**config.mk**
```make
export PLATFORM = sky130hd
export DESIGN_NAME = fws_poller
export DESIGN_NICKNAME = d
export VERILOG_FILES = /design/src/hw/fws_pkg.sv /design/src/hw/fws_bus_if.sv /design/src/hw/fws_cycle_engine.sv /design/src/hw/fws_poller.sv
export SDC_FILE = /design/constraint.sdc
export NUM_CORES = 1
export LEC_CHECK = 0
export BUFFER_PORTS_ARGS = -buffer_cell sky130_fd_sc_hd__buf_2
export CAP_MARGIN = 20
export CORE_ASPECT_RATIO = 0.8
export CORE_UTILIZATION = 50
export CTS_BUF_LIST = sky130_fd_sc_hd__clkbuf_8 sky130_fd_sc_hd__clkbuf_16
export CTS_CLUSTER_DIAMETER = 200
export CTS_CLUSTER_SIZE = 28
export DETAILED_ROUTE_END_ITERATION = 6
export GPL_TIMING_DRIVEN = 0
export PLACE_DENSITY = 0.82
export SLEW_MARGIN = 20
export SYNTH_ARGS = -nofsm -noshare
export SYNTH_HDL_FRONTEND = slang
export SYNTH_HIERARCHICAL = 1
export SYNTH_SLANG_ARGS = --single-unit
```
**constraint.sdc**
```tcl
create_clock -name clk -period 4.5 [get_ports clk]
set_input_delay 0.9 -clock clk [delete_from_list [all_inputs] [get_ports clk]]
set_output_delay 0.9 -clock clk [all_outputs]
set_load 0.005 [all_outputs]
```
**src/hw/fws_pkg.sv**
```systemverilog
// constants, types and register map of the flash status poller
package fws_pkg;
  // ---------------------------------------------------------------
  // apb register map
  // ---------------------------------------------------------------
  localparam int        APB_AW   = 8;
  localparam logic [7:0] OFS_CTRL = 8'h00;
  localparam logic [7:0] OFS_ADDR = 8'h04;
  localparam logic [7:0] OFS_STAT = 8'h08;
  localparam logic [7:0] OFS_DATA = 8'h0C;
  localparam logic [7:0] OFS_CNT  = 8'h10;
  localparam int CTRL_START  = 0;
  localparam int CTRL_STOP   = 1;
  localparam int CTRL_USE_T2 = 2;
  localparam int STAT_BUSY   = 0;
  localparam int STAT_DONE   = 1;
  localparam int STAT_FAIL   = 2;
  localparam int STAT_ABORT  = 3;
  localparam int STAT_SUSP   = 4;
  localparam int STAT_TOUT   = 5;
  localparam int STAT_RB     = 6;
  localparam int STAT_ESTART = 7;
  // ---------------------------------------------------------------
  // status bit positions on the flash data lines
  // ---------------------------------------------------------------
  localparam int BIT_DPOLL  = 7;
  localparam int BIT_T1     = 6;
  localparam int BIT_TOUT   = 5;
  localparam int BIT_ESTART = 3;
  localparam int BIT_T2     = 2;
  localparam int BIT_ABORT  = 1;
  // ---------------------------------------------------------------
  // command words and addresses
  // ---------------------------------------------------------------
  localparam logic [7:0]  CMD_RST    = 8'hF0;
  localparam logic [7:0]  CMD_UNLK1  = 8'hAA;
  localparam logic [7:0]  CMD_UNLK2  = 8'h55;
  localparam logic [23:0] ADR_UNLK1  = 24'h000555;
  localparam logic [23:0] ADR_UNLK2  = 24'h0002AA;
  localparam logic [1:0]  LAST_RST   = 2'h0;
  localparam logic [1:0]  LAST_ABORT = 2'h2;
  // ---------------------------------------------------------------
  // bus timing
  // ---------------------------------------------------------------
  localparam int CLK_NS   = 8;
  localparam int T_ACC_NS = 100;
  localparam int T_GAP_NS = 24;
  localparam int ACC_CYC  = (T_ACC_NS + CLK_NS - 1) / CLK_NS;
  localparam int GAP_CYC  = (T_GAP_NS + CLK_NS - 1) / CLK_NS;
  localparam int CNT_W    = 8;
  // ---------------------------------------------------------------
  // state types
  // ---------------------------------------------------------------
  typedef enum logic [2:0] {ST_IDLE, ST_RD1, ST_RD2, ST_RD3, ST_ARRAY, ST_CMD} fws_state_t;
  typedef enum logic [1:0] {EN_IDLE, EN_ACT, EN_GAP} fws_eng_t;
endpackage

```
**src/hw/fws_bus_if.sv**
```systemverilog
// request and answer link between poll sequencer and flash cycle engine
`timescale 1ns/100ps
interface fws_bus_if #(
  parameter int DATA_W = 16,
  parameter int ADDR_W = 24
);
  logic              req;
  logic              wr;
  logic [ADDR_W-1:0] addr;
  logic [DATA_W-1:0] wdata;
  logic              done;
  logic [DATA_W-1:0] rdata;
  modport ctl (output req, wr, addr, wdata, input done, rdata);
  modport eng (input req, wr, addr, wdata, output done, rdata);
endinterface

```
**src/hw/fws_cycle_engine.sv**
```systemverilog
// one asynchronous flash read or write cycle with strobe release after it
`timescale 1ns/100ps
module fws_cycle_engine #(
  parameter int DATA_W = 16,
  parameter int ADDR_W = 24
)(
  // clock and reset
  input  wire logic              clk,
  input  wire logic              resetn,
  // sequencer side
  fws_bus_if.eng                 bus,
  // flash pins
  output logic [ADDR_W-1:0]      addr_reg,
  output logic                   ce_n_reg,
  output logic                   oe_n_reg,
  output logic                   we_n_reg,
  output logic [DATA_W-1:0]      dq_o_reg,
  output logic                   dq_oe_reg,
  input  wire logic [DATA_W-1:0] dq_i
);
  import fws_pkg::*;

  fws_eng_t         st_reg;
  logic [CNT_W-1:0] cnt_reg;
  logic [DATA_W-1:0] rdata_reg;
  logic             done_reg;

  assign bus.done  = done_reg;
  assign bus.rdata = rdata_reg;

  // cycle sequencing and counter
  always_ff @(posedge clk)
  begin
    if (!resetn)
    begin
      st_reg   <= EN_IDLE;
      cnt_reg  <= '0;
      done_reg <= 1'b0;
    end
    else
    begin
      done_reg <= 1'b0;
      unique case (st_reg)
        EN_IDLE:
        begin
          cnt_reg <= '0;
          if (bus.req)
            st_reg <= EN_ACT;
        end
        EN_ACT:
        begin
          if (cnt_reg == CNT_W'(ACC_CYC - 1))
          begin
            cnt_reg <= '0;
            st_reg  <= EN_GAP;
          end
          else
            cnt_reg <= cnt_reg + CNT_W'(1);
        end
        EN_GAP:
        begin
          if (cnt_reg == CNT_W'(GAP_CYC - 1))
          begin
            done_reg <= 1'b1; // strobes already released
            st_reg   <= EN_IDLE;
          end
          else
            cnt_reg <= cnt_reg + CNT_W'(1);
        end
      endcase
    end
  end

  // pins and read capture; every cycle ends with ce and oe high
  always_ff @(posedge clk)
  begin
    if (!resetn)
    begin
      addr_reg  <= '0;
      ce_n_reg  <= 1'b1;
      oe_n_reg  <= 1'b1;
      we_n_reg  <= 1'b1;
      dq_o_reg  <= '0;
      dq_oe_reg <= 1'b0;
      rdata_reg <= '0;
    end
    else if (st_reg == EN_IDLE && bus.req)
    begin
      addr_reg  <= bus.addr;
      dq_o_reg  <= bus.wdata;
      dq_oe_reg <= bus.wr;
      ce_n_reg  <= 1'b0;
      oe_n_reg  <= bus.wr;
      we_n_reg  <= !bus.wr;
    end
    else if (st_reg == EN_ACT && cnt_reg == CNT_W'(ACC_CYC - 1))
    begin
      if (!oe_n_reg)
        rdata_reg <= dq_i;
      ce_n_reg <= 1'b1; // data latched on this rising strobe edge
      oe_n_reg <= 1'b1;
      we_n_reg <= 1'b1;
    end
    else if (st_reg == EN_GAP && cnt_reg == CNT_W'(GAP_CYC - 1))
      dq_oe_reg <= 1'b0;
  end
endmodule

```
**src/hw/fws_poller.sv**
```systemverilog
// flash write status poller: apb registers and toggle bit polling sequence
//
// The register addresses and the APB register port were left to the implementer.
`timescale 1ns/100ps
module fws_poller #(
  parameter int DATA_W = 16,
  parameter int ADDR_W = 24
)(
  // clock and reset
  input  wire logic                         clk,
  input  wire logic                         resetn,
  // apb slave
  input  wire logic                         psel,
  input  wire logic                         penable,
  input  wire logic                         pwrite,
  input  wire logic [fws_pkg::APB_AW-1:0]   paddr,
  input  wire logic [31:0]                  pwdata,
  output logic [31:0]                       prdata,
  output logic                              pready,
  output logic                              pslverr,
  // flash pins
  output logic [ADDR_W-1:0]                 flash_addr,
  output logic                              flash_ce_n,
  output logic                              flash_oe_n,
  output logic                              flash_we_n,
  output logic [DATA_W-1:0]                 flash_dq_o,
  output logic                              flash_dq_oe,
  input  wire logic [DATA_W-1:0]            flash_dq_i,
  input  wire logic                         flash_ready_busy_n
);
  import fws_pkg::*;

  // ---------------------------------------------------------------
  // elaboration checks
  // ---------------------------------------------------------------
  if (DATA_W < 8 || DATA_W > 32 || ADDR_W < 12 || ADDR_W > 32)
  begin : g_bad_width
    $error("fws_poller: unsupported data or address width");
  end

  fws_bus_if #(.DATA_W(DATA_W), .ADDR_W(ADDR_W)) bus ();

  fws_cycle_engine #(.DATA_W(DATA_W), .ADDR_W(ADDR_W)) u_eng (
    .clk       (clk),
    .resetn    (resetn),
    .bus       (bus),
    .addr_reg  (flash_addr),
    .ce_n_reg  (flash_ce_n),
    .oe_n_reg  (flash_oe_n),
    .we_n_reg  (flash_we_n),
    .dq_o_reg  (flash_dq_o),
    .dq_oe_reg (flash_dq_oe),
    .dq_i      (flash_dq_i)
  );

  fws_state_t        state_reg;
  logic              pend_reg, req_reg, wr_reg, stop_reg, use_t2_reg, rb_reg;
  logic [ADDR_W-1:0] poll_addr_reg, baddr_reg;
  logic [DATA_W-1:0] wdata_reg, prev_reg, data_reg;
  logic              done_f, fail_f, abort_f, susp_f, tout_f, estart_f;
  logic [15:0]       cnt_reg;
  logic [1:0]        cmd_idx_reg, cmd_last_reg;
  logic              pready_reg, pslverr_reg;
  logic [31:0]       prdata_reg, rd_mux;
  logic              setup, apb_wr, start_w, stop_w, t1, t2, tout, abort, susp_cond;

  assign bus.req   = req_reg;
  assign bus.wr    = wr_reg;
  assign bus.addr  = baddr_reg;
  assign bus.wdata = wdata_reg;
  assign prdata    = prdata_reg;
  assign pready    = pready_reg;
  assign pslverr   = pslverr_reg;

  // ---------------------------------------------------------------
  // apb slave
  // ---------------------------------------------------------------
  // transfer strobes; answer comes in the first access cycle
  assign setup   = psel && !penable;
  assign apb_wr  = psel && penable && pwrite && pready_reg;
  assign start_w = apb_wr && paddr == OFS_CTRL && pwdata[CTRL_START] && state_reg == ST_IDLE;
  assign stop_w  = apb_wr && paddr == OFS_CTRL && pwdata[CTRL_STOP];

  // read data selection
  always_comb
  begin
    rd_mux = 32'h00000000;
    unique case (paddr)
      OFS_CTRL: rd_mux[CTRL_USE_T2] = use_t2_reg;
      OFS_ADDR: rd_mux[ADDR_W-1:0] = poll_addr_reg;
      OFS_STAT:
      begin
        rd_mux[STAT_BUSY]   = state_reg != ST_IDLE;
        rd_mux[STAT_DONE]   = done_f;
        rd_mux[STAT_FAIL]   = fail_f;
        rd_mux[STAT_ABORT]  = abort_f;
        rd_mux[STAT_SUSP]   = susp_f;
        rd_mux[STAT_TOUT]   = tout_f;
        rd_mux[STAT_RB]     = rb_reg;
        rd_mux[STAT_ESTART] = estart_f;
      end
      OFS_DATA: rd_mux[DATA_W-1:0] = data_reg;
      OFS_CNT:  rd_mux[15:0] = cnt_reg;
      default:  rd_mux = 32'h00000000;
    endcase
  end

  // answer phase and unmapped decode
  always_ff @(posedge clk)
  begin
    if (!resetn)
    begin
      pready_reg  <= 1'b0;
      pslverr_reg <= 1'b0;
      prdata_reg  <= 32'h00000000;
    end
    else
    begin
      pready_reg  <= setup;
      pslverr_reg <= setup && !(paddr inside {OFS_CTRL, OFS_ADDR, OFS_STAT, OFS_DATA, OFS_CNT});
      prdata_reg  <= (setup && !pwrite) ? rd_mux : 32'h00000000;
    end
  end

  // configuration registers; ready_busy_n sampled as a plain level
  always_ff @(posedge clk)
  begin
    if (!resetn)
    begin
      poll_addr_reg <= '0;
      use_t2_reg    <= 1'b0;
      rb_reg        <= 1'b1;
    end
    else
    begin
      rb_reg <= flash_ready_busy_n; // valid after final write strobe
      if (apb_wr && paddr == OFS_ADDR)
        poll_addr_reg <= pwdata[ADDR_W-1:0]; // last loaded buffer address for buffer writes
      if (apb_wr && paddr == OFS_CTRL)
        use_t2_reg <= pwdata[CTRL_USE_T2];
    end
  end

  // ---------------------------------------------------------------
  // polling sequence
  // ---------------------------------------------------------------
  // toggle detection against the previous status read
  assign t1        = bus.rdata[BIT_T1] ^ prev_reg[BIT_T1];
  assign t2        = bus.rdata[BIT_T2] ^ prev_reg[BIT_T2];
  assign tout      = bus.rdata[BIT_TOUT];
  assign abort     = bus.rdata[BIT_ABORT];
  assign susp_cond = use_t2_reg && t2 && !t1;

  // sequencer and sticky result flags, cleared by each new start
  always_ff @(posedge clk)
  begin
    if (!resetn)
    begin
      state_reg <= ST_IDLE;
      {done_f, fail_f, abort_f, susp_f, tout_f, estart_f, stop_reg} <= '0;
      prev_reg <= '0;
      data_reg <= '0;
      cnt_reg  <= 16'h0000;
      cmd_idx_reg  <= 2'h0;
      cmd_last_reg <= LAST_RST;
    end
    else if (start_w)
    begin
      state_reg <= ST_RD1; // always from the first step
      {done_f, fail_f, abort_f, susp_f, tout_f, estart_f, stop_reg} <= '0;
      cnt_reg <= 16'h0000;
    end
    else
    begin
      if (stop_w && state_reg != ST_CMD)
        stop_reg <= 1'b1;
      if (bus.done && state_reg != ST_CMD && state_reg != ST_ARRAY)
      begin
        cnt_reg  <= cnt_reg + 16'h0001;
        prev_reg <= bus.rdata;
        tout_f   <= tout_f | tout;
        estart_f <= estart_f | bus.rdata[BIT_ESTART];
      end
      if (bus.done)
        unique case (state_reg)
          ST_RD1: state_reg <= stop_reg ? ST_IDLE : ST_RD2; // second consecutive read
          ST_RD2:
          begin
            if (susp_cond)
            begin
              susp_f    <= 1'b1; // sector selected, erase suspended
              state_reg <= ST_IDLE;
            end
            else if (!t1 && !(use_t2_reg && t2))
              state_reg <= ST_ARRAY; // stopped toggling: done
            else if (tout)
              state_reg <= ST_RD3; // recheck after timeout flag
            else if (stop_reg)
              state_reg <= ST_IDLE;
          end
          ST_RD3:
          begin
            if (!t1)
              state_reg <= ST_ARRAY; // stopped just as timeout rose
            else
            begin
              fail_f       <= 1'b1;
              abort_f      <= abort;
              cmd_idx_reg  <= 2'h0;
              cmd_last_reg <= abort ? LAST_ABORT : LAST_RST;
              state_reg    <= ST_CMD; // reset after failure
            end
          end
          ST_ARRAY:
          begin
            data_reg  <= bus.rdata; // array data on the following read
            done_f    <= 1'b1;
            state_reg <= ST_IDLE;
          end
          ST_CMD:
          begin
            cmd_idx_reg <= cmd_idx_reg + 2'h1;
            if (cmd_idx_reg == cmd_last_reg)
              state_reg <= ST_IDLE;
          end
          ST_IDLE: state_reg <= ST_IDLE;
        endcase
    end
  end

  // cycle requests; status reads always at the poll address
  always_ff @(posedge clk)
  begin
    if (!resetn)
    begin
      {req_reg, pend_reg, wr_reg} <= '0;
      baddr_reg <= '0;
      wdata_reg <= '0;
    end
    else if (req_reg)
      req_reg <= 1'b0;
    else if (bus.done)
      pend_reg <= 1'b0;
    else if (state_reg != ST_IDLE && !pend_reg)
    begin
      req_reg   <= 1'b1;
      pend_reg  <= 1'b1;
      wr_reg    <= state_reg == ST_CMD;
      baddr_reg <= poll_addr_reg;
      wdata_reg <= DATA_W'(CMD_RST);
      if (state_reg == ST_CMD && cmd_last_reg == LAST_ABORT)
        unique case (cmd_idx_reg)
          2'h0:
          begin
            baddr_reg <= ADDR_W'(ADR_UNLK1); // abort reset sequence
            wdata_reg <= DATA_W'(CMD_UNLK1);
          end
          2'h1:
          begin
            baddr_reg <= ADDR_W'(ADR_UNLK2);
            wdata_reg <= DATA_W'(CMD_UNLK2);
          end
          default: baddr_reg <= ADDR_W'(ADR_UNLK1);
        endcase
    end
  end
endmodule
```
# After elaboration in Yosys (flattened, before gate mapping)
# Index checks and enable logic that the tools add are counted.
classes:
  magnitude_cmp: 0
  n_mul: 0
  n_div: 0
  n_eq_ne: 28
  addsub: 3
  n_reduce_logical: 60
  bitwise: 10
  shifts: 0
  muxes: 39
op_table:
  columns: ["operator", "count"]
  rows:
  - ["$pmux W8 S3", 2]
  - ["$reduce_and A3 Y1", 9]
  - ["$eq A8 B4 Y1 const B", 3]
  - ["$mux W24", 1]
  - ["$mux W8", 3]
  - ["$logic_and A1 B1 Y1", 22]
  - ["$pmux W5 S4", 1]
  - ["$add A16 B1 Y16 const B", 1]
  - ["$pmux W8 S2", 1]
  - ["$mux W3", 5]
  - ["$pmux W3 S5", 1]
  - ["$mux W1", 14]
  - ["$mux W2", 6]
  - ["$ne A2 B2 Y1 const B", 6]
  - ["$reduce_and A2 Y1", 6]
  - ["$mux W11", 1]
  - ["$reduce_bool A2 Y1", 5]
  - ["$ne A3 B3 Y1 const B", 3]
  - ["$add A8 B1 Y8 const B", 1]
  - ["$eq A8 B2 Y1 const B", 1]
  - ["$eq A8 B3 Y1 const B", 1]
  - ["$eq A8 B5 Y1 const B", 1]
  - ["$logic_not A8 Y1", 1]
  - ["$pmux W2 S4", 1]
  - ["24 further kinds", 44]
totals:
  ram_bits: 0
  regBits: 227
  n_memories: 0
  word_cells: 177
  inputBits: 62
  romBits: 0
  out_inout_bits: 78
  latch_bits: 0

# Depth between registers and ports, before layout
# Gate-level depths: netlist (run 1).
depth:
  depth_word: 9
  depth_mapped: 9
  depth_no_buf: 6

# Cells and area by module
# The synthesis (run 1) kept the hierarchy.
by_module_without_submodules:
  columns: ["mod", "cells_each", "n_inst", "seq_area_each_um2", "area_each_um2"]
  rows:
  - ["fws_poller", 629, 1, 2602.5, 5477.8]
  - ["fws_cycle_engine", 314, 1, 1421.4, 2834.0]

# Least setup slack after synthesis (run 1)
# No wires, ideal clock.
synth_timing:
  path_kind: "input-to-reg"
  startpoint: "input port paddr[2] in the netlist's numbering"
  endpoint: "register, netlist name cnt_reg[0]"
  n_path_buf: 2
  arrival_time_ps: 2006
  setup_slack_ps: 2377
  setup_ps: 117
  path_stages: 6
  required_ps: 4383
  cell_sequence: "clkbuf_2 nor4_2 nand4_1 nand2_1 buf_2 nor2_1"
synth_rtl:
  columns: ["item", "line", "text"]
  rows:
  - ["start, declared", "fws_poller.sv:16", "input wire logic [fws_pkg::APB_AW-1:0] paddr,"]

# Final worst setup path (run 1)
layout_timing:
  startpoint: "register state_reg[2]"
  endpoint: "register fail_f"
layout_between:
  elab_chain_len: 3
  word_cells_on_any_way: 5
  cone_classes: "eq/ne (1); reduce/logical (4)"
layout_lines:
  columns: ["item", "line", "text"]
  rows:
  - ["start, declared", "fws_poller.sv:56", "fws_state_t state_reg;"]
  - ["start signal, assigned", "fws_poller.sv:186", "ST_RD1: state_reg <= stop_reg ? ST_IDLE : ST_RD2;"]
  - ["$logic_not A3 Y1", "fws_poller.sv:81", "assign start_w = apb_wr && paddr == OFS_CTRL && pwdata[CTRL_START] && state_reg == ST_IDLE;"]
  - ["$logic_and A1 B1 Y1", "fws_poller.sv:81", null]
  - ["$reduce_or A2 Y1 (no source line)", null, null]
  - ["end signal, assigned", "fws_poller.sv:160", "{done_f, fail_f, abort_f, susp_f, tout_f, estart_f, stop_reg} <= '0;"]
  - ["end signal, assigned", "fws_poller.sv:170", "{done_f, fail_f, abort_f, susp_f, tout_f, estart_f, stop_reg} <= '0;"]
  - ["end signal, assigned", "fws_poller.sv:207", "fail_f <= 1'b1;"]
  - ["end, declared", "fws_poller.sv:60", "logic done_f, fail_f, abort_f, susp_f, tout_f, estart_f;"]
# Parallel ways exist; a longest one is shown, timed or not.
# A chain may end at the register's enable or synchronous reset.

==> results of run 1 <==
## tightest hold or removal path, stage by stage, from the launching register on
cell and delay [ns]:
dfxtp_1 0.32, nand2_1 0.05, a21oi_1 0.05
## cells by family (layout without fill, tap and decap cells)
group | Yosys count | in the layout | synth area share (%)
compound gates | 218 | 218 | 18.0
xor+xnor | 13 | 13 | 1.37
fa+ha+maj | 11 | 11 | 1.66
buf+inv | 84 | 216 | 5.09
flops | 201 | 201 | 48.4
mux | 20 | 20 | 2.56
other cells | 1 | 16 | 0.0451
simple gates | 395 | 395 | 22.9
## cells in the final DEF, fill, tap and decap left out, types with 4 or more instances in the layout
cell type  Yosys  routed
a31oi_1        9       9
and2_1        14      14
inv_1         16      16
nand4_1       10      10
and4_1         4       4
mux2i_1       19      19
clkbuf_16      0      11
nand3_1       18      18
or3_1          7       7
buf_2         15     135
o31ai_1        5       5
nor2b_1       26      26
a21oi_1       45      45
xor2_1        11      11
o211ai_1       7       7
dfxtp_1      201     201
a22oi_1       13      13
nand2_1      231     231
a222oi_1       4       4
conb_1         1      16
a21boi_1       5       5
buf_4         11      11
nand2b_1       4       4
nor3_1         6       6
ha_1          11      11
a22o_1         6       6
nor2_1        35      35
o21ai_0       19      19
and3_1         7       7
clkbuf_1      35      35
buf_6          4       4
a21boi_0      85      85
## area by class of cell
class,count,area [um2]
inverters,16,60.1
well taps,215,269
multi-input cells,673,3920
flip-flops and latches,201,4020
fillers,1464,6460
clock buffers,11,275
repair buffers,120,601
clock inverters,1,30.0
plain buffers,68,363
## routing by layer
metal	GRT usage, %	vias to the layer above
li1	-	3481
met1	33.4	3316
met2	37.9	233
met3	3.66	32
met4	4.82	0
met5	0	-
## worst paths after layout
| kind | startpoint | to | slack (ns) |
|---|---|---|---|
| setup / recovery | state_reg[2] | fail_f | 2.18 |
| hold / removal | abort_f | abort_f | 0.46 |
| setup reg to reg | state_reg[2] | fail_f | 2.18 |
| hold reg to reg | abort_f | abort_f | 0.46 |
## power by group through the flow
| stage | Combinational (W) | Sequential (W) | Clock [W] |
|---|---|---|---|
| after floorplan | 0.0000594 | 0.00182 | 0 |
| after global placement | 0.000108 | 0.00182 | 0 |
| after detailed placement | 0.000109 | 0.00182 | 0 |
| after CTS | 0.000109 | 0.00178 | 0.00105 |
| after global routing | 0.000120 | 0.00178 | 0.00111 |
| final | 0.000110 | 0.00178 | 0.00102 |
## per-stage QoR
step	setup WS [ns]	total power (W)	area (um2)
final	2.18	0.00292	9540
after global placement	1.89	0.00193	9240
after floorplan	2.38	0.00188	8370
after global routing	2.09	0.00301	9540
after detailed placement	1.87	0.00193	9240
after CTS	2.25	0.00294	9540
==> results.sh, run 1 <==
export IMPL_status="finished clean"
export IMPL_cts_buffers=11
export IMPL_start_util_pct=51.9
export IMPL_switching_share_pct=21.7
export IMPL_synth_edf_count=0
export IMPL_clkSinkCount=201
export IMPL_wl_met2_um=9200
export IMPL_syn_area_per_cell_um2=8.81
export IMPL_clk_latency_ns=0.46
export IMPL_place_congestion=0.911
export IMPL_cts_buffer_depth=3
export IMPL_route_met3_wl_um=1420
export IMPL_cpPeakStageDelay_ns=0.55
export IMPL_power_frac_comb_pct=3.8
export IMPL_cts_setup_buffers=0
export IMPL_synthesis_area_mm2=0.00831
export IMPL_path_clk_slew_ns=0.11
export IMPL_overflow=0
export IMPL_ys_types=71
export IMPL_postCtsHoldBufs=0
export IMPL_yosys_area_top_type="dfxtp_1"
export IMPL_critical_path_depth=6
export IMPL_dp_cells=1293
export IMPL_synth_seq_cells=201
export IMPL_nets=1164
export IMPL_grt_pass1_wl_um=32700
export IMPL_ant_nets=0
export IMPL_dpl_hpwl_um=15700
export IMPL_async_flop_share_pct=0
export IMPL_critPathRequiredTime_ns=4.85
export IMPL_p_int_w=0.00228
export IMPL_grt_max_degree=29
export IMPL_report_final_slew_viol_count=0
export IMPL_ir_drop_v=0.000215
export IMPL_num_vias=7062
export IMPL_netSwitchingPower_w=0.000632
export IMPL_worstPathArrival_ns=2.68
export IMPL_grt_use_total_pct=23.6
export IMPL_drc=0
export IMPL_fin_crit_ns=2.32
export IMPL_rsz0062_at_grt="false"
export IMPL_ys_flop_type="dfxtp_1"
export IMPL_diodes=0
export IMPL_vias_per_cell=5.41
export IMPL_fin_skew_ns=0.0262
export IMPL_grt_pass1_vias=6535
export IMPL_endpoint_kind="flop"
export IMPL_finalSetupTns_ns=0
export IMPL_synth_top_area_share_pct=48.4
export IMPL_fin_util_pct=59.6
export IMPL_criticalPathCategory="reg -> reg"
export IMPL_cts_resized=0
export IMPL_htree_levels=1
export IMPL_slew_headroom_pct=59.7
export IMPL_cts_root_buf="clkbuf_16"
export IMPL_timing_final_crit_share_pct=51.7
export IMPL_dr_pass1_iters=7
export IMPL_die_h_um=117
export IMPL_p_leak_nw=3.66
export IMPL_synthCells=943
export IMPL_dr_first_iter_drc_count=493
export IMPL_cts_tree="done"
export IMPL_drt_wl_total_um=20600
export IMPL_coreArea_mm2=0.0160
export IMPL_numPortBuffers=120
export IMPL_worst_pin_slew_ns=0.604
export IMPL_whs_path_depth=2
export IMPL_design_die_area_mm2=0.0171
export IMPL_io_pins=140
export IMPL_synth_warnings=6
export IMPL_wl_per_cell_um=15.8
export IMPL_whs_ns=0.460
export IMPL_layout_drive_gt1_share_pct=17.2
export IMPL_synthTopCellsByArea="dfxtp_1 (48%), nand2_1 (10%), a21boi_0 (7.7%)"
export IMPL_ys_seq_area_share_pct=48.4
export IMPL_wl_met1_um=9510
export IMPL_antenna_found_initial=0
export IMPL_fp_dieW_um=146
export IMPL_drv_cap=0
export IMPL_cp_start_kind="flop"
export IMPL_clock_power_share_pct=35.1
export IMPL_hold_viol=0
export IMPL_cp_slowest_cell="nor4b_1"
export IMPL_pwr_share_seq_pct=61.1
export IMPL_top_layer_used="met4"
export IMPL_path_buf_inv=2
export IMPL_crit_family="simple AND/OR/NAND/NOR gates"
export IMPL_synth_commonest_cells="nand2_1 (231), dfxtp_1 (201), a21boi_0 (85)"
export IMPL_fmax_mhz=430
export IMPL_syn2layout_area_growth_pct=14.8
export IMPL_fin_cells=1305
export IMPL_reg2regPathDepth=6
export IMPL_rows=41
export IMPL_critPathMaxFanout=10
export IMPL_path_cells="clkbuf_1 -> nor4b_1 -> nand4_1 -> nand2_1 -> buf_2 -> nor2_1"
export IMPL_yosysMostFrequentCell="nand2_1"
export IMPL_hold_class="reg -> reg"
export IMPL_power_density_mw_per_mm2=306
export IMPL_setup_viol_count_final=0
(Power assumes the default switching activity.)
==> run 2, diff against run 1 <==
Settings changed: ABC_AREA set to 1.
Clock period 4.5 ns to 2.2 ns, I/O delays scaled along.
==> run 2 against run 1 <==
  * Count of clock-buffer cells in the layout is the same
  * Cell count grew 16%
  * Combinational power grew to 3.8 times the previous value
  * Final area grew 2.3%
  * Worst setup slack lost 1.7 ns
  * Fmax grew 35%
  * Critical path type unchanged
  * Critical endpoint is now u_eng/bus.rdata[11]
  * Largest power group unchanged
==> results.sh, run 2 <==
export IMPL_drc=0
export IMPL_syn_area_per_cell_um2=7.46
export IMPL_dp_slack_ns=0.247
export IMPL_cts_buffer_depth=3
export IMPL_synth_commonest_cells="nor2_1 (212), nand2_1 (202), dfxtp_1 (201)"
export IMPL_async_flop_share_pct=0
export IMPL_layout_commonest_cell="nor2_1"
export IMPL_num_vias=7821
export IMPL_endpoint_kind="flop"
export IMPL_synthCells=1142
export IMPL_layout_drive_gt1_share_pct=17.5
export IMPL_io_pins=140
export IMPL_clk_latency_ns=0.47
export IMPL_path_buf_inv=3
export IMPL_worst_pin_slew_ns=0.637
export IMPL_r2r_start="u_eng/st_reg[1]"
export IMPL_dr_first_iter_drc_count=650
export IMPL_power_density_mw_per_mm2=636
export IMPL_whs_ns=0.189
export IMPL_cts_buffers=11
export IMPL_fp_dieW_um=148
export IMPL_crit_top_cell="nand2_4"
export IMPL_cts_setup_buffers=0
export IMPL_drv_cap=0
export IMPL_ys_types=41
export IMPL_die_h_um=119
export IMPL_rsz0062_at_grt="false"
export IMPL_ys_seq_area_share_pct=47.2
export IMPL_grt_pass1_wl_um=34600
export IMPL_fmax_mhz=580
export IMPL_postCtsHoldBufs=0
export IMPL_dr_pass1_iters=5
export IMPL_slew_headroom_pct=57.5
export IMPL_cp_start_kind="flop"
export IMPL_worstHoldStart="flash_ready_busy_n"
export IMPL_fin_crit_ns=1.73
export IMPL_ant_nets=0
export IMPL_clkSinkCount=201
export IMPL_grt_use_total_pct=24.2
export IMPL_synth_top_area_share_pct=47.2
export IMPL_fillCellCount=1561
export IMPL_synth_edf_count=0
export IMPL_reg2reg_slack_ns=0.47
export IMPL_numPortBuffers=121
export IMPL_status="finished clean"
export IMPL_setup_viol_count_final=0
export IMPL_wl_per_cell_um=14.2
export IMPL_synthesis_area_mm2=0.00852
export IMPL_grt_pass1_vias=7093
export IMPL_synth_seq_cells=201
export IMPL_cts_root_buf="clkbuf_16"
export IMPL_worstPathArrival_ns=2.03
export IMPL_report_final_slew_viol_count=0
export IMPL_coreArea_mm2=0.0166
export IMPL_overflow=0
export IMPL_htree_levels=1
export IMPL_ir_drop_v=0.000709
export IMPL_design_die_area_mm2=0.0176
export IMPL_yosys_area_top_type="dfxtp_1"
export IMPL_reg2regPathDepth=9
export IMPL_crit_family="simple AND/OR/NAND/NOR gates"
export IMPL_critPathMaxFanout=10
export IMPL_drt_wl_total_um=21500
export IMPL_hold_path_endpoint="rb_reg"
export IMPL_hold_class="in -> reg"
export IMPL_hold_viol=0
export IMPL_cts_tree="done"
export IMPL_path_clk_slew_ns=0.11
export IMPL_synth_warnings=6
export IMPL_start_util_pct=51.3
export IMPL_cpPeakStageDelay_ns=0.36
export IMPL_whs_path_depth=2
export IMPL_ys_flop_type="dfxtp_1"
export IMPL_antenna_found_initial=1
export IMPL_cp_slowest_cell="dfxtp_1"
export IMPL_grt_max_degree=29
export IMPL_p_leak_nw=4.04
export IMPL_power_w=0.00621
export IMPL_fin_skew_ns=0.0316
export IMPL_reg2reg_to="u_eng/bus.rdata[11]"
export IMPL_syn2layout_area_growth_pct=14.6
export IMPL_place_congestion=0.914
export IMPL_vias_per_cell=5.18
export IMPL_rows=42
export IMPL_finalSetupTns_ns=0
export IMPL_path_cells="inv_1 -> ha_1 -> nand2_4 -> inv_2 -> nor2_4 -> nand2_4 -> buf_6 -> nand2_1 -> a21oi_1"
export IMPL_yosysMostFrequentCell="nor2_1"
export IMPL_cts_resized=0
export IMPL_nets=1364
export IMPL_critPathRequiredTime_ns=2.51
export IMPL_dpl_hpwl_um=16500
export IMPL_synthTopCellsByArea="dfxtp_1 (47%), nor2_1 (9.3%), nand2_1 (8.9%)"
export IMPL_final_cell_mix="nor2_1 (212), nand2_1 (202), dfxtp_1 (201), buf_2 (139), a21oi_1 (94)"
export IMPL_timing_final_crit_share_pct=78.4
export IMPL_fin_ws_ns=0.474
export IMPL_criticalPathCategory="reg -> reg"
run 2: changes by cell type after synthesis, moves of 15 or more:
| cell | before | now |
|---|---|---|
| nor2b_1 | 26 | 0 |
| nand3_1 | 18 | 93 |
| o21ai_0 | 19 | 92 |
| a21oi_1 | 45 | 94 |
| nand2_1 | 231 | 202 |
| mux2i_1 | 19 | 0 |
| clkbuf_1 | 35 | 20 |
| nor2_1 | 35 | 212 |
| a21boi_0 | 85 | 0 |
| inv_1 | 16 | 87 |
run 2: kinds of logic after synthesis:
family | synth area share [%]
simple gates | 29.2
compound gates | 13.0
flops | 47.2
buf+inv | 8.31
fa+ha+maj | 1.62
xor+xnor | 0.617
other cells | 0.0440
run 2: how the worst max path moves through the flow:
stage / start / end / slack, ns / cells after the start
6_report: u_eng/st_reg[1] / u_eng/bus.rdata[11] / 0.47 / 9
5_1_grt: u_eng/st_reg[1] / u_eng/bus.rdata[11] / 0.33 / 9
3_5_place_dp: paddr[5] / cnt_reg[2] / 0.25 / 8
3_3_place_gp: paddr[5] / cnt_reg[4] / 0.29 / 8
4_1_cts: u_eng/st_reg[1] / u_eng/bus.rdata[11] / 0.46 / 9
2_1_floorplan: paddr[3] / cnt_reg[8] / 0.71 / 8
run 2: area by class of cell:
cell class                      instances  area (um2)  share of cell area, %
Multi-Input combinational cell        804        3850                   39.4
Timing Repair Buffer                  121         606                   6.20
Inverter                               94         358                   3.66
Clock inverter                          1        30.0                  0.307
Clock buffer                           11         275                   2.82
Tap cell                              220         275                   2.82
Antenna cell                            1        2.50                 0.0256
Buffer                                 58         350                   3.59
Sequential cell                       201        4020                   41.2
run 2: routing by layer:
| metal | part of all wire [%] | vias up | GRT usage [%] |
|---|---|---|---|
| met3 | 6.9 | 29 | 3.28 |
| met1 | 46 | 3568 | 34.2 |
| met5 | 0 | - | 0 |
| met4 | 1.6 | 0 | 5.28 |
| met2 | 46 | 289 | 39.1 |
| li1 | - | 3935 | - |
run 2: worst register-to-register path, stage by stage, from the launching register on:
cell and delay (ns):
dfxtp_1 0.36, inv_1 0.08, ha_1 0.22, nand2_4 0.13, inv_2 0.11, nor2_4 0.26
nand2_4 0.12, buf_6 0.15, nand2_1 0.06, a21oi_1 0.06
run 2: stage by stage:
stage | area (um2) | utilization (%) | instances
6_report | 9770 | 58.8 | 1511
5_1_grt | 9770 | 58.8 | 1511
4_1_cts | 9760 | 58.8 | 1510
3_5_place_dp | 9460 | 57.0 | 1498
3_3_place_gp | 9460 | 57.0 | 1498
2_1_floorplan | 8580 | - | 1157
run 2: report_power, final:
group          internal [W]  switching [W]
Clock              0.000934        0.00119
Sequential          0.00366      0.0000133
Combinational      0.000153       0.000268
==> run 3, diff against run 2 <==
Settings changed: PLACE_DENSITY 0.82 to 0.85.
Clock period 2.2 ns to 1.5 ns, I/O delays scaled along.
==> run 3 against run 2 <==
  * Highest routed layer unchanged
  * Utilization is 2.2 points higher
  * First-iteration DRC count up 10%
  * Clock power is 46% higher
==> results.sh, run 3 (same netlist as run 2, synthesis figures left out) <==
export IMPL_overflow=0
export IMPL_diodes=0
export IMPL_hold_class="in -> reg"
export IMPL_drt_wl_total_um=22200
export IMPL_wl_per_cell_um=14.5
export IMPL_hold_viol=0
export IMPL_power_w=0.00923
export IMPL_slew_headroom_pct=59.2
export IMPL_nets=1392
export IMPL_io_pins=140
export IMPL_place_congestion=0.925
export IMPL_worst_pin_slew_ns=0.612
export IMPL_path_buf_inv=3
export IMPL_endpoint_kind="flop"
export IMPL_htree_levels=1
export IMPL_power_frac_comb_pct=8.0
export IMPL_dpl_hpwl_um=16500
export IMPL_grt_max_degree=29
export IMPL_netSwitchingPower_w=0.00220
export IMPL_cts_buffer_depth=3
export IMPL_crit_top_cell="nand2_4"
export IMPL_cts_root_buf="clkbuf_16"
export IMPL_worstHoldStart="flash_ready_busy_n"
export IMPL_ir_drop_v=0.000626
export IMPL_r2r_start="u_eng/st_reg[0]"
export IMPL_path_clk_slew_ns=0.11
export IMPL_p_leak_nw=4.23
export IMPL_reg2reg_slack_ns=0.009
export IMPL_crit_family="simple AND/OR/NAND/NOR gates"
export IMPL_finalSetupTns_ns=0
export IMPL_whs_path_depth=2
export IMPL_rows=42
export IMPL_clkSinkCount=201
export IMPL_vias_per_cell=5.25
export IMPL_worstPathArrival_ns=1.80
export IMPL_cts_buffers=11
export IMPL_fin_util_pct=61.0
export IMPL_criticalPathCategory="reg -> reg"
export IMPL_status="finished clean"
export IMPL_critPathMaxFanout=6
export IMPL_num_vias=8078
export IMPL_layout_commonest_cell="nor2_1"
export IMPL_design_die_area_mm2=0.0176
export IMPL_path_cells="inv_2 -> ha_4 -> nand2_4 -> inv_4 -> nor2_4 -> nand2_4 -> buf_6 -> nand2_1 -> a21oi_1"
export IMPL_cpPeakStageDelay_ns=0.36
export IMPL_p_int_w=0.00704
export IMPL_rsz0062_at_grt="true"
export IMPL_fmax_mhz=671
export IMPL_clk_latency_ns=0.47
export IMPL_dr_first_iter_drc_count=717
export IMPL_ant_nets=0
export IMPL_critPathRequiredTime_ns=1.81
export IMPL_timing_final_crit_share_pct=99.4
export IMPL_numPortBuffers=121
export IMPL_report_final_slew_viol_count=0
export IMPL_power_density_mw_per_mm2=912
export IMPL_final_cell_mix="nor2_1 (208), nand2_1 (202), dfxtp_1 (188), buf_2 (138), a21oi_1 (94)"
export IMPL_cp_start_kind="flop"
export IMPL_coreArea_mm2=0.0166
export IMPL_reg2reg_to="u_eng/bus.rdata[10]"
export IMPL_drv_cap=0
export IMPL_die_h_um=119
export IMPL_layout_drive_gt1_share_pct=22.1
export IMPL_grt_pass1_wl_um=35600
export IMPL_grt_pass1_vias=7337
export IMPL_grt_use_total_pct=25.1
export IMPL_cp_slowest_cell="dfxtp_2"
export IMPL_fp_dieW_um=148
export IMPL_postCtsHoldBufs=0
export IMPL_dr_pass1_iters=5
export IMPL_setup_viol_count_final=0
export IMPL_start_util_pct=51.3
export IMPL_antenna_found_initial=0
export IMPL_pwr_share_seq_pct=58.4
export IMPL_drc=0
export IMPL_clock_power_share_pct=33.6
export IMPL_syn2layout_area_growth_pct=18.8
export IMPL_fin_crit_ns=1.49
export IMPL_fin_skew_ns=0.0272
export IMPL_hold_path_endpoint="rb_reg"
export IMPL_cts_tree="done"
export IMPL_reg2regPathDepth=9
export IMPL_switching_share_pct=23.8
run 3: cell count changes in the layout (fill, tap and decap cells not counted), sizes merged:
cell	change
buf	+29
clkbuf	-1
diode	-1
run 3: what timing repair did:
action	in CTS	in global routing
gates cloned	2	1
setup endpoints to repair	75	114
setup buffers	9	16
pin swaps	6	8
gates resized for setup	22	51
run 3: layout make-up:
| type | count | area, um2 |
|---|---|---|
| Buffer | 58 | 373 |
| Clock buffer | 11 | 275 |
| Clock inverter | 1 | 30.0 |
| Fill cell | 1477 | 6480 |
| Inverter | 94 | 365 |
| Multi-Input combinational cell | 804 | 3940 |
| Sequential cell | 201 | 4050 |
| Tap cell | 220 | 275 |
| Timing Repair Buffer | 149 | 821 |
run 3: layer usage:
layer | share of wire [%] | track usage, % | vias up
met5 | 0 | 0 | -
met4 | 2.5 | 7.54 | 0
met3 | 7.5 | 3.63 | 44
met2 | 46 | 40.7 | 309
met1 | 44 | 34.4 | 3723
li1 | - | - | 4002
run 3: how the worst max path moves through the flow:
stage / start / endpoint / slack [ns] / cells after the start
2_1_floorplan: u_eng/st_reg[0] / u_eng/bus.rdata[6] / 0.10 / 9
6_report: u_eng/st_reg[0] / u_eng/bus.rdata[10] / 0.009 / 9
3_3_place_gp: paddr[1] / cnt_reg[8] / -0.31 / 8
5_1_grt: u_eng/st_reg[0] / u_eng/bus.rdata[8] / -0.07 / 9
3_5_place_dp: paddr[1] / cnt_reg[4] / -0.33 / 8
4_1_cts: u_eng/st_reg[0] / u_eng/bus.rdata[7] / 0.001 / 8
run 3: power groups by stage:
stage | combinational [W] | clock [W] | sequential, W
6_report | 0.000740 | 0.00310 | 0.00539
3_3_place_gp | 0.000593 | 0 | 0.00550
5_1_grt | 0.000812 | 0.00335 | 0.00540
3_5_place_dp | 0.000616 | 0 | 0.00551
2_1_floorplan | 0.000415 | 0 | 0.00550
4_1_cts | 0.000692 | 0.00314 | 0.00539
run 3: metrics by stage:
step / std cells / setup slack [ns] / cell area, um2 / hold slack (ns)
2_1_floorplan: 1157 / 0.103 / 8580 / 0.407
3_3_place_gp: 1498 / -0.306 / 9460 / 0.435
3_5_place_dp: 1498 / -0.328 / 9460 / 0.448
4_1_cts: 1521 / 0.00118 / 9910 / 0.0489
5_1_grt: 1538 / -0.0728 / 10100 / 0.0462
6_report: 1538 / 0.00901 / 10100 / 0.0536
